### config.mk
export PLATFORM = sky130hd
export DESIGN_NAME = kmdc_top
export DESIGN_NICKNAME = d
export VERILOG_FILES = /design/src/kmdc_pkg.sv /design/src/kmdc_top.sv
export SDC_FILE = /design/constraint.sdc
export NUM_CORES = 1
export LEC_CHECK = 0
export BUFFER_PORTS_ARGS = -buffer_cell sky130_fd_sc_hd__clkbuf_2
export CORE_ASPECT_RATIO = 0.6
export CORE_MARGIN = 2
export CORE_UTILIZATION = 60
export DETAILED_ROUTE_END_ITERATION = 10
export MAX_ROUTING_LAYER = met4
export PLACE_DENSITY = 0.8
export REMOVE_ABC_BUFFERS = 1
export SYNTH_ARGS = -nofsm -noshare
export SYNTH_HDL_FRONTEND = slang
export SYNTH_SLANG_ARGS = --single-unit
### constraint.sdc
create_clock -name ref_clk -period 7.75 [get_ports ref_clk]
set_clock_uncertainty 0.15 [all_clocks]
set_input_delay 0.3875 -clock ref_clk [delete_from_list [all_inputs] [get_ports ref_clk]]
set_output_delay 0.3875 -clock ref_clk [all_outputs]
set_load 0.01 [all_outputs]
### src/kmdc_pkg.sv
/*
  Constants, state codes and segment helpers for the front-panel unit.
  Assumes a 125 MHz system clock; all long intervals use a 1 ms tick.
*/
package kmdc_pkg;

  localparam int unsigned CLK_PERIOD_NS = 8;
  localparam int unsigned TICK_NS       = 1_000_000;
  localparam int unsigned TICK_CYCLES   = TICK_NS / CLK_PERIOD_NS;

  // Interval lengths in 1 ms ticks
  localparam logic [4:0]  DEBOUNCE_MS = 5'h14;
  localparam logic [9:0]  HOLD_MS     = 10'h3E8;
  localparam logic [9:0]  PHASE_MS    = 10'h3E8;
  localparam logic [9:0]  BLINK_MS    = 10'h0FA;
  localparam logic [12:0] FLASH_MS    = 13'h1388;
  localparam logic [15:0] IDLE_MS     = 16'hEA60;

  // Top-level menu items
  localparam logic [1:0] ITEM_PARAM = 2'h0;
  localparam logic [1:0] ITEM_NET   = 2'h1;
  localparam logic [1:0] ITEM_FB    = 2'h2;

  // Segment patterns, bit order g f e d c b a, active high
  localparam logic [6:0] SEG_P     = 7'h73;
  localparam logic [6:0] SEG_A     = 7'h77;
  localparam logic [6:0] SEG_I     = 7'h06;
  localparam logic [6:0] SEG_F     = 7'h71;
  localparam logic [6:0] SEG_B     = 7'h7C;
  localparam logic [6:0] SEG_E     = 7'h79;
  localparam logic [6:0] SEG_R     = 7'h50;
  localparam logic [6:0] SEG_SMALLA = 7'h5F;
  localparam logic [6:0] SEG_DASH  = 7'h40;
  localparam logic [6:0] SEG_ALL   = 7'h7F;
  localparam logic [6:0] SEG_BLANK = 7'h00;

  typedef enum logic [6:0] {
    ST_VIEW   = 7'h01,
    ST_TOP    = 7'h02,
    ST_EDIT   = 7'h04,
    ST_FLASH  = 7'h08,
    ST_BUSY   = 7'h10,
    ST_RESULT = 7'h20,
    ST_FAULT  = 7'h40
  } kmdc_state_t;

  function automatic logic [6:0] kmdc_hex7(input logic [3:0] n);
    logic [6:0] lut [16];
    lut = '{7'h3F, 7'h06, 7'h5B, 7'h4F, 7'h66, 7'h6D, 7'h7D, 7'h07,
            7'h7F, 7'h6F, 7'h77, 7'h7C, 7'h39, 7'h5E, 7'h79, 7'h71};
    return lut[n];
  endfunction : kmdc_hex7

endpackage : kmdc_pkg

### src/kmdc_top.sv
/*
  Front-panel controller: two seven-segment digits, two pushbuttons,
  menu walk, value entry, flash-to-store and fault presentation.
  Assumes device status and command inputs come from logic on ref_clk;
  button pins are asynchronous and active low.
*/
// Overview of operation
// [RL1] Drive two seven-segment digits and sense two pushbuttons.
// [RL2] After initialisation the default view shows the device state code.
// [RL3] Sixty idle seconds in any menu return to the device state view.
// [RL4] A device fault switches at once to the fault presentation.
// [RL5] Top menu offers parameter, network address and fieldbus entries.
// [RL6] Left action enters menus, then scrolls items without changing settings.
// [RL7] In value entry left changes left digit, right changes right digit.
// [RL8] Right action selects the shown item and descends into it.
// [RL9] Holding right repeats the select each time the readout changes.
// [RL10] Both buttons go up or apply; applied value flashes five seconds, stores.
// [RL11] Any press during the flash cancels the store.
// [RL12] An action runs only after about one second of holding.
// [RL13] Both decimal points flash while a selected function executes.
// [RL14] Unavailable entries show two horizontal lines.
// [RL15] A successful action shows the success indication.
// [RL16] Failures alternate fault and number; device faults add the location.
// [RL17] Values show as two hex digits; parameter menu errors in decimal.
// [RL18] Each fault presentation element stands one second, then repeats.
// [RL19] Buttons are synchronised, debounced; a combo restarts qualification.
// [RL20] All intervals come from a 1 ms prescaler; counters clear on reset.
`timescale 1ns/10ps
module kmdc_top #(
  parameter int unsigned TICK_CYCLES = kmdc_pkg::TICK_CYCLES
) (
  input  wire logic       ref_clk,
  input  wire logic       resetn,
  input  wire logic       left_button_n,
  input  wire logic       right_button_n,
  input  wire logic       init_done,
  input  wire logic [7:0] dev_state,
  input  wire logic       dev_fault,
  input  wire logic [7:0] fault_num,
  input  wire logic [7:0] fault_loc,
  input  wire logic       fieldbus_present,
  input  wire logic [7:0] cur_value,
  input  wire logic       func_done,
  input  wire logic       func_err,
  input  wire logic [7:0] func_errnum,
  output logic      [6:0] left_digit,
  output logic      [6:0] right_digit,
  output logic            left_dp,
  output logic            right_dp,
  output logic            cmd_valid,
  output logic      [1:0] cmd_item,
  output logic      [7:0] cmd_value
);

  ////////////////////////////////////////////////////////////////////////////
  kmdc_pkg::kmdc_state_t state_r, state_nxt;
  logic [16:0] pre_r;
  logic [1:0]  raw_s1_r, raw_s2_r, btn_r, combo_r;
  logic [4:0]  deb_r [2];
  logic [9:0]  hold_r, phase_r, blink_cnt_r;
  logic [12:0] flash_r;
  logic [15:0] idle_r;
  logic [1:0]  phase_idx_r, item_r, item_nxt;
  logic [7:0]  value_r, value_nxt;
  logic        blocked_r, blink_r, err_r, err_nxt;
  logic [7:0]  errnum_r;

  wire tick = (pre_r == 17'(TICK_CYCLES - 1)); // RL20
  wire press_edge = |(btn_r & ~combo_r);
  wire act = tick && (btn_r != 2'h0) && (btn_r == combo_r) && !blocked_r
             && (hold_r == kmdc_pkg::HOLD_MS - 10'h001); // RL12
  wire act_left  = act && (btn_r == 2'h1);
  wire act_right = act && (btn_r == 2'h2);
  wire act_both  = act && (btn_r == 2'h3);
  wire idle_hit  = (idle_r == kmdc_pkg::IDLE_MS);
  wire flash_end = tick && (flash_r == kmdc_pkg::FLASH_MS - 13'h0001);
  wire phase_end = tick && (phase_r == kmdc_pkg::PHASE_MS - 10'h001);
  wire avail     = !((item_r == kmdc_pkg::ITEM_FB) && !fieldbus_present);
  wire in_menu   = state_r inside {kmdc_pkg::ST_TOP, kmdc_pkg::ST_EDIT,
                                   kmdc_pkg::ST_RESULT};

  function automatic logic [7:0] to_dec(input logic [7:0] n);
    logic [7:0] t;
    t = n / 8'h0A;
    return {t[3:0], 4'(n - t * 8'h0A)};
  endfunction : to_dec

  ////////////////////////////////////////////////////////////////////////////
  // Prescaler, synchroniser and debounce
  always_ff @(posedge ref_clk) begin
    if (!resetn) begin
      pre_r <= '0;
    end else begin
      pre_r <= tick ? 17'h0_0000 : pre_r + 17'h0_0001; // RL20
    end
  end

  always_ff @(posedge ref_clk) begin
    if (!resetn) begin
      raw_s1_r <= '0;
      raw_s2_r <= '0;
    end else begin
      raw_s1_r <= {~right_button_n, ~left_button_n}; // RL19
      raw_s2_r <= raw_s1_r;
    end
  end

  // Needs DEBOUNCE_MS of stable level; bounce shorter than that is ignored
  always_ff @(posedge ref_clk) begin
    if (!resetn) begin
      btn_r <= '0;
      deb_r <= '{5'h00, 5'h00};
    end else if (tick) begin
      for (int i = 0; i < 2; i++) begin
        if (raw_s2_r[i] == btn_r[i]) begin
          deb_r[i] <= 5'h00;
        end else if (deb_r[i] == kmdc_pkg::DEBOUNCE_MS) begin
          btn_r[i] <= raw_s2_r[i]; // RL19
          deb_r[i] <= 5'h00;
        end else begin
          deb_r[i] <= deb_r[i] + 5'h01;
        end
      end
    end
  end

  ////////////////////////////////////////////////////////////////////////////
  // Press qualification; a changed combination restarts the hold
  always_ff @(posedge ref_clk) begin
    if (!resetn) begin
      combo_r   <= '0;
      hold_r    <= '0;
      blocked_r <= 1'b0;
    end else begin
      combo_r <= btn_r;
      if (btn_r != combo_r || btn_r == 2'h0) begin
        hold_r <= 10'h000; // RL19
      end else if (tick) begin
        hold_r <= act ? 10'h000 : hold_r + 10'h001; // RL9
      end
      // Both-button actions and aborts must not repeat while held
      if (btn_r == 2'h0) begin
        blocked_r <= 1'b0;
      end else if (act_both || (state_r == kmdc_pkg::ST_FLASH && press_edge))
      begin
        blocked_r <= 1'b1;
      end
    end
  end

  always_ff @(posedge ref_clk) begin
    if (!resetn) begin
      idle_r <= '0;
    end else if (btn_r != 2'h0 || !in_menu) begin
      idle_r <= 16'h0000;
    end else if (tick && !idle_hit) begin
      idle_r <= idle_r + 16'h0001; // RL3
    end
  end

  ////////////////////////////////////////////////////////////////////////////
  // Interval counters
  always_ff @(posedge ref_clk) begin
    if (!resetn) begin
      flash_r     <= '0;
      phase_r     <= '0;
      phase_idx_r <= '0;
      blink_cnt_r <= '0;
      blink_r     <= 1'b0;
    end else begin
      if (state_r != kmdc_pkg::ST_FLASH) begin
        flash_r <= 13'h0000;
      end else if (tick) begin
        flash_r <= flash_r + 13'h0001; // RL10
      end
      if (state_r != state_nxt) begin
        phase_r     <= 10'h000;
        phase_idx_r <= 2'h0;
      end else if (phase_end) begin
        phase_r     <= 10'h000;
        phase_idx_r <= (phase_idx_r == 2'h2 ||
                        (state_r != kmdc_pkg::ST_FAULT && phase_idx_r == 2'h1))
                       ? 2'h0 : phase_idx_r + 2'h1; // RL18
      end else if (tick) begin
        phase_r <= phase_r + 10'h001;
      end
      if (tick) begin
        if (blink_cnt_r == kmdc_pkg::BLINK_MS - 10'h001) begin
          blink_cnt_r <= 10'h000;
          blink_r     <= ~blink_r;
        end else begin
          blink_cnt_r <= blink_cnt_r + 10'h001;
        end
      end
    end
  end

  ////////////////////////////////////////////////////////////////////////////
  // Menu state machine
  always_comb begin
    state_nxt = state_r;
    item_nxt  = item_r;
    value_nxt = value_r;
    err_nxt   = err_r;
    unique case (state_r)
      kmdc_pkg::ST_VIEW: begin
        if (act_left) begin
          state_nxt = kmdc_pkg::ST_TOP; // RL6
          item_nxt  = kmdc_pkg::ITEM_PARAM;
        end
      end
      kmdc_pkg::ST_TOP: begin
        if (act_left) begin
          item_nxt = (item_r == kmdc_pkg::ITEM_FB) ? kmdc_pkg::ITEM_PARAM
                                                   : item_r + 2'h1; // RL6
        end else if (act_right) begin
          state_nxt = kmdc_pkg::ST_EDIT; // RL8
          value_nxt = cur_value;
        end else if (act_both) begin
          state_nxt = kmdc_pkg::ST_VIEW; // RL10
        end
      end
      kmdc_pkg::ST_EDIT: begin
        if (act_both) begin
          state_nxt = avail ? kmdc_pkg::ST_FLASH : kmdc_pkg::ST_TOP; // RL10
        end else if (avail && item_r != kmdc_pkg::ITEM_PARAM) begin
          if (act_left) begin
            value_nxt = {value_r[7:4] + 4'h1, value_r[3:0]}; // RL7
          end else if (act_right) begin
            value_nxt = {value_r[7:4], value_r[3:0] + 4'h1}; // RL7
          end
        end
      end
      kmdc_pkg::ST_FLASH: begin
        if (press_edge) begin
          state_nxt = kmdc_pkg::ST_EDIT; // RL11
        end else if (flash_end) begin
          state_nxt = kmdc_pkg::ST_BUSY; // RL10
        end
      end
      kmdc_pkg::ST_BUSY: begin
        if (func_done) begin
          state_nxt = kmdc_pkg::ST_RESULT;
          err_nxt   = func_err;
        end
      end
      kmdc_pkg::ST_RESULT: begin
        if (act) begin
          state_nxt = kmdc_pkg::ST_TOP;
        end
      end
      kmdc_pkg::ST_FAULT: begin
        if (!dev_fault) begin
          state_nxt = kmdc_pkg::ST_VIEW;
        end
      end
    endcase
    if (in_menu && idle_hit) begin
      state_nxt = kmdc_pkg::ST_VIEW; // RL3
    end
    if (dev_fault) begin
      state_nxt = kmdc_pkg::ST_FAULT; // RL4
    end
  end

  always_ff @(posedge ref_clk) begin
    if (!resetn) begin
      state_r  <= kmdc_pkg::ST_VIEW;
      item_r   <= '0;
      value_r  <= '0;
      err_r    <= 1'b0;
      errnum_r <= '0;
    end else begin
      state_r <= state_nxt;
      item_r  <= item_nxt;
      value_r <= value_nxt;
      err_r   <= err_nxt;
      if (state_r == kmdc_pkg::ST_BUSY && func_done) begin
        errnum_r <= (item_r == kmdc_pkg::ITEM_PARAM) ? to_dec(func_errnum)
                                                     : func_errnum; // RL17
      end
    end
  end

  ////////////////////////////////////////////////////////////////////////////
  // Readout selection
  logic [6:0] lbl_l, lbl_r, edit_l, edit_r, seg_l_nxt, seg_r_nxt;
  assign lbl_l = (item_r == kmdc_pkg::ITEM_PARAM) ? kmdc_pkg::SEG_P :
                 (item_r == kmdc_pkg::ITEM_NET) ? kmdc_pkg::SEG_I
                                                : kmdc_pkg::SEG_F; // RL5
  assign lbl_r = (item_r == kmdc_pkg::ITEM_PARAM) ? kmdc_pkg::SEG_A :
                 (item_r == kmdc_pkg::ITEM_NET) ? kmdc_pkg::SEG_P
                                                : kmdc_pkg::SEG_B; // RL5
  assign edit_l = !avail ? kmdc_pkg::SEG_DASH :                   // RL14
                  (item_r == kmdc_pkg::ITEM_PARAM) ? lbl_l :
                  kmdc_pkg::kmdc_hex7(value_r[7:4]);              // RL17
  assign edit_r = !avail ? kmdc_pkg::SEG_DASH :                   // RL14
                  (item_r == kmdc_pkg::ITEM_PARAM) ? lbl_r :
                  kmdc_pkg::kmdc_hex7(value_r[3:0]);
  wire [7:0] shown = (state_r == kmdc_pkg::ST_FAULT) ?
                     ((phase_idx_r == 2'h1) ? fault_num : fault_loc) :
                     errnum_r;
  wire show_er = (phase_idx_r == 2'h0);

  always_comb begin
    seg_l_nxt = kmdc_pkg::SEG_BLANK;
    seg_r_nxt = kmdc_pkg::SEG_BLANK;
    unique case (state_r)
      kmdc_pkg::ST_VIEW: begin
        seg_l_nxt = init_done ? kmdc_pkg::kmdc_hex7(dev_state[7:4])
                              : kmdc_pkg::SEG_ALL; // RL2
        seg_r_nxt = init_done ? kmdc_pkg::kmdc_hex7(dev_state[3:0])
                              : kmdc_pkg::SEG_ALL;
      end
      kmdc_pkg::ST_TOP: begin
        seg_l_nxt = lbl_l;
        seg_r_nxt = lbl_r;
      end
      kmdc_pkg::ST_EDIT, kmdc_pkg::ST_BUSY: begin
        seg_l_nxt = edit_l;
        seg_r_nxt = edit_r;
      end
      kmdc_pkg::ST_FLASH: begin
        seg_l_nxt = blink_r ? edit_l : kmdc_pkg::SEG_BLANK; // RL10
        seg_r_nxt = blink_r ? edit_r : kmdc_pkg::SEG_BLANK;
      end
      kmdc_pkg::ST_RESULT, kmdc_pkg::ST_FAULT: begin
        if (state_r == kmdc_pkg::ST_RESULT && !err_r) begin
          seg_l_nxt = kmdc_pkg::SEG_SMALLA; // RL15
          seg_r_nxt = kmdc_pkg::SEG_F;
        end else if (show_er) begin
          seg_l_nxt = kmdc_pkg::SEG_E; // RL16
          seg_r_nxt = kmdc_pkg::SEG_R;
        end else begin
          seg_l_nxt = kmdc_pkg::kmdc_hex7(shown[7:4]); // RL16
          seg_r_nxt = kmdc_pkg::kmdc_hex7(shown[3:0]);
        end
      end
    endcase
  end

  always_ff @(posedge ref_clk) begin
    if (!resetn) begin
      left_digit  <= '0;
      right_digit <= '0;
      left_dp     <= 1'b0;
      right_dp    <= 1'b0;
      cmd_valid   <= 1'b0;
      cmd_item    <= '0;
      cmd_value   <= '0;
    end else begin
      left_digit  <= seg_l_nxt; // RL1
      right_digit <= seg_r_nxt;
      left_dp     <= (state_r == kmdc_pkg::ST_BUSY) && blink_r; // RL13
      right_dp    <= (state_r == kmdc_pkg::ST_BUSY) && blink_r;
      cmd_valid   <= (state_r == kmdc_pkg::ST_FLASH) && flash_end
                     && !press_edge && !dev_fault; // RL10
      if (state_r == kmdc_pkg::ST_FLASH) begin
        cmd_item  <= item_r;
        cmd_value <= value_r;
      end
    end
  end

  ////////////////////////////////////////////////////////////////////////////
  // Cycles since the pressed set last changed or last fired
  logic [31:0] ast_run_r;
  always_ff @(posedge ref_clk) begin
    if (!resetn || btn_r != combo_r || btn_r == 2'h0 || act) begin
      ast_run_r <= '0;
    end else begin
      ast_run_r <= ast_run_r + 32'h0000_0001;
    end
  end

  AST_FAULT_OVERRIDE: assert property ( // RL4
    @(posedge ref_clk) disable iff (!resetn)
    dev_fault |=> state_r == kmdc_pkg::ST_FAULT)
    else $error("fault did not take over the readout");

  AST_IDLE_RETURN: assert property ( // RL3
    @(posedge ref_clk) disable iff (!resetn)
    (in_menu && idle_hit && !dev_fault) |=> state_r == kmdc_pkg::ST_VIEW)
    else $error("idle timeout did not return to state view");

  AST_FLASH_ABORT: assert property ( // RL11
    @(posedge ref_clk) disable iff (!resetn)
    (state_r == kmdc_pkg::ST_FLASH && press_edge && !dev_fault)
    |=> state_r == kmdc_pkg::ST_EDIT ##1 !cmd_valid)
    else $error("press during flash did not cancel store");

  AST_STORE_TIMING: assert property ( // RL10
    @(posedge ref_clk) disable iff (!resetn)
    $rose(cmd_valid) |-> $past(state_r) == kmdc_pkg::ST_FLASH
      && $past(flash_r) == kmdc_pkg::FLASH_MS - 13'h0001)
    else $error("store issued outside the end of the flash");

  // Counted in plain cycles, apart from the tick-based hold counter
  AST_HOLD_QUAL: assert property ( // RL12
    @(posedge ref_clk) disable iff (!resetn)
    act |-> btn_r == $past(btn_r) && ast_run_r >=
      (32'(kmdc_pkg::HOLD_MS) - 32'h0000_0001) * 32'(TICK_CYCLES))
    else $error("action without full hold time");

  AST_BUSY_DP: assert property ( // RL13
    @(posedge ref_clk) disable iff (!resetn)
    state_r == kmdc_pkg::ST_BUSY |=> left_dp == $past(blink_r)
      && right_dp == left_dp)
    else $error("decimal points not flashing while busy");

  AST_LEFT_SCROLL: assert property ( // RL6
    @(posedge ref_clk) disable iff (!resetn)
    (state_r == kmdc_pkg::ST_TOP && act_left && !dev_fault && !idle_hit)
    |=> state_r == kmdc_pkg::ST_TOP && item_r != $past(item_r)
      && value_r == $past(value_r))
    else $error("left action did not scroll cleanly");

  AST_VIEW_DEFAULT: assert property ( // RL2
    @(posedge ref_clk) disable iff (!resetn)
    (state_r == kmdc_pkg::ST_VIEW && init_done)
    |=> left_digit == kmdc_pkg::kmdc_hex7($past(dev_state[7:4])))
    else $error("state view does not show the device state");

endmodule : kmdc_top

==> metrics.txt <==
met1 Usage GRT=0.451; post-cts sizing count=0; Die Span X=between 150 and 200 um; Synth area leader=dfxtp_1; Initial Util=0.606; final instance area=~11000 um^2; Seq/Total Area, Yosys=0.308; DRC Markers=0; Layout Cells excl Fill=1487; Crit-path slowest cell=nor3b_1; CTS buffer count=17; Fmax=between 0.2 and 0.25 GHz; multi-input logic area=approximately 6300 um^2; critical path class=in -> reg; vias in the first global route=a little over 8000; status=finished clean; # setup viols final=0; Slowest Stage Delay on Critical Path=0.55 ns; Synth Area per Inst=between 7 and 8 um^2; initial antenna violation count=0; VDD IR-drop max=about 0.15 mV; most frequent cells in the layout=dfxtp_1 (150), nand2_1 (135), nor2_1 (130); Pre-Repair DR Iteration Count=7; Final Cycle Share=0.528; clock slew at reported path FFs=around 0.06 ns; synthesis warning total=0; first-pass GRT wire length=~41 mm; met2 Usage GRT=0.405; Setup Fix Bufs, Post-CTS=0; Final Max Slew Viols=0; Inst Count DP=1453; HP Start=func_errnum[0]; crit path DAT=about 4.3 ns; Hold Path Cell Cnt=3; max-cap violations=0; R2R cell count=7; Hold WS=0.0273 ns; Synth area leaders=dfxtp_1 (31%), ha_1 (6.8%), nand2_1 (5.2%); share of cells above drive strength 1=0.137; hold crit path type=in -> reg; Core ar.=16100 um^2; total wire length=around 25 mm; Layout fillers=around 1300; worst-margin pin slew=1.23 ns; via count=a little over 9000; final-report hold violation count=0; CP startpoint kind=primary input; Total GRT Usage=0.304; Worst EP required=between 7 and 8 ns; I/O pin count=between 70 and 80; full die area=approximately 17000 um^2; RD Place Congestion=between 0.9 and 1; Mapped Area=~9700 um^2; LEAKAGE=4.03 nW; GR Overflow Total=0; root buffer cell=clkbuf_16; ANT nets after route=0; Post-synth EDFFs=0; Yosys top cell area share=0.308; htree depth=4; synth unique cells=90; clk sinks=150; r2r startpoint=state_r[3]; Crit Path Max Fanout=20; port bufs=between 70 and 80; maximum clock path buffer count=2; Cell Area, Placed=between 10000 and 15000 um^2; crit path from=func_errnum[3]; final net count=approximately 1400; unrepaired setup endpoints after global routing=false; largest net degree at the start of global routing=between 40 and 50; FF/Latch Area=~3000 um^2; vias per cell=a little over 6; post-synthesis register bit count=150; CP cell instances=clkbuf_2 > nor3b_1 > a211oi_1 > a21oi_1 > o211ai_1 > a21oi_1 > ha_1 > nor2b_1 > or2_2 > a41o_1 > o211ai_1 > ha_1 > inv_1 > fa_1 > xnor2_1 > xnor2_1 > a211oi_1 > nor3_1; drt wl/cell=between 15 and 20 um; Async SR Flop Fraction=0; die height=103 um; TritonCTS clock tree=built; commonest non-fill, non-tap cell in the layout=dfxtp_1; Worst setup EP type=register; Clk Latency, worst-skew pair=0.44 ns; Site Rows=36; met3 GRT Util=0.0691; final setup TNS=0 ns; # diodes=0; Worst slew margin=0.158; Tmin final=4.09 ns; power per standard cell area=170 nW/um^2; area grow syn2layout=10.5%; grt peak-use layer=met1; prevailing post-synth register cell=dfxtp_1; Final HPWL DP=between 15 and 20 mm; cell count after synthesis=approximately 1200; DRT iter0 DRCs=between 900 and 1000
[worst max-delay path: cells and delay by family]
kind                       cells  cell delay, ns
AOI/OAI and AO/OA              7            1.32
buffers and inverters          2            0.31
adders and majority gates      3            0.89
xor gates and xnor gates       2            0.31
and+or+nand+nor                4            1.05
[through the flow]
stage | setup WS (ns) | utilization | power (mW)
global placement | 3.43 | 0.630 | 0.958
global route | 3.29 | 0.670 | 1.89
detailed placement | 3.25 | 0.630 | 0.961
finish | 3.66 | 0.670 | 1.83
floorplan | 3.88 | - | 0.901
CTS | 3.69 | 0.670 | 1.83
[synth_stat cells, types with 6 or more instances]
master / instances
a211oi_1: 15
a21oi_1: 78
a31oi_1: 8
and2_1: 11
and3_1: 22
buf_2: 6
clkbuf_1: 54
dfxtp_1: 150
ha_1: 53
inv_1: 51
mux2_2: 16
mux2i_1: 24
nand2_1: 135
nand2b_1: 17
nand3_1: 42
nand4_1: 29
nor2_1: 131
nor2b_1: 21
nor3_1: 33
nor4_1: 15
nor4_2: 11
o211ai_1: 7
o21ai_0: 68
o22ai_1: 6
o31ai_1: 8
or2_2: 8
or3_1: 19
or4_1: 7
xnor2_1: 35
xor2_1: 38
[repair_timing]
action / 4_1_cts / 5_1_grt
endpoints found under the setup margin: 0 / 0
hold buffers: 2 / 0
hold endpoints to repair: 2 / 0
[logic make-up after synthesis]
| family | share of synthesized area |
|---|---|
| AND/OR/NAND/NOR | 0.285 |
| AO/OA/AOI/OAI | 0.173 |
| flip-flops | 0.308 |
| buffers and inverters | 0.0481 |
| XOR/XNOR | 0.0656 |
| adder cells (fa/ha/maj) | 0.0701 |
| multiplexers | 0.0501 |
[where the power goes]
group | internal (mW) | switching (mW) | total (mW)
Sequential | 0.781 | 0.00813 | 0.789
Combinational | 0.0634 | 0.0973 | 0.161
Clock | 0.515 | 0.365 | 0.880
Total | 1.36 | 0.470 | 1.83
[layout make-up]
| class | instances | area share |
|---|---|---|
| multi-input combinational | 964 | 0.583 |
| clock inverter | 15 | 0.0178 |
| inverter | 52 | 0.0181 |
| sequential | 150 | 0.279 |
| timing repair buffer | 80 | 0.0388 |
| tap | 209 | 0.0243 |
| clock buffer | 17 | 0.0395 |
[flip-flops by register name (all words and copies together), names as in the netlist, 2 cells and up]
| signal | cells |
|---|---|
| raw_s2_r | 2 |
| value_r | 8 |
| left_digit | 7 |
| state_r | 7 |
| deb_r | 10 |
| cmd_item | 2 |
| phase_idx_r | 2 |
| cmd_value | 8 |
| phase_r | 10 |
| right_digit | 7 |
| pre_r | 17 |
| idle_r | 16 |
| item_r | 2 |
| btn_r | 2 |
| flash_r | 13 |
| raw_s1_r | 2 |
| errnum_r | 8 |
| hold_r | 10 |
| combo_r | 2 |
| blink_cnt_r | 10 |
[layer usage]
| layer | part of all wire | up-vias |
|---|---|---|
| met1 | 0.49 | 4276 |
| met4 | 0.013 | 0 |
| li1 | - | 4483 |
| met2 | 0.40 | 440 |
| met3 | 0.10 | 37 |
| met5 | 0 | - |
[final timing paths]
kind | slack (ns) | to
setup / recovery | 3.66 | errnum_r[3]
hold / removal | 0.03 | errnum_r[0]
setup reg to reg | 3.69 | left_digit[0]
hold reg to reg | 0.28 | raw_s2_r[0]
No activity file was read; power rests on OpenSTA's default activity.
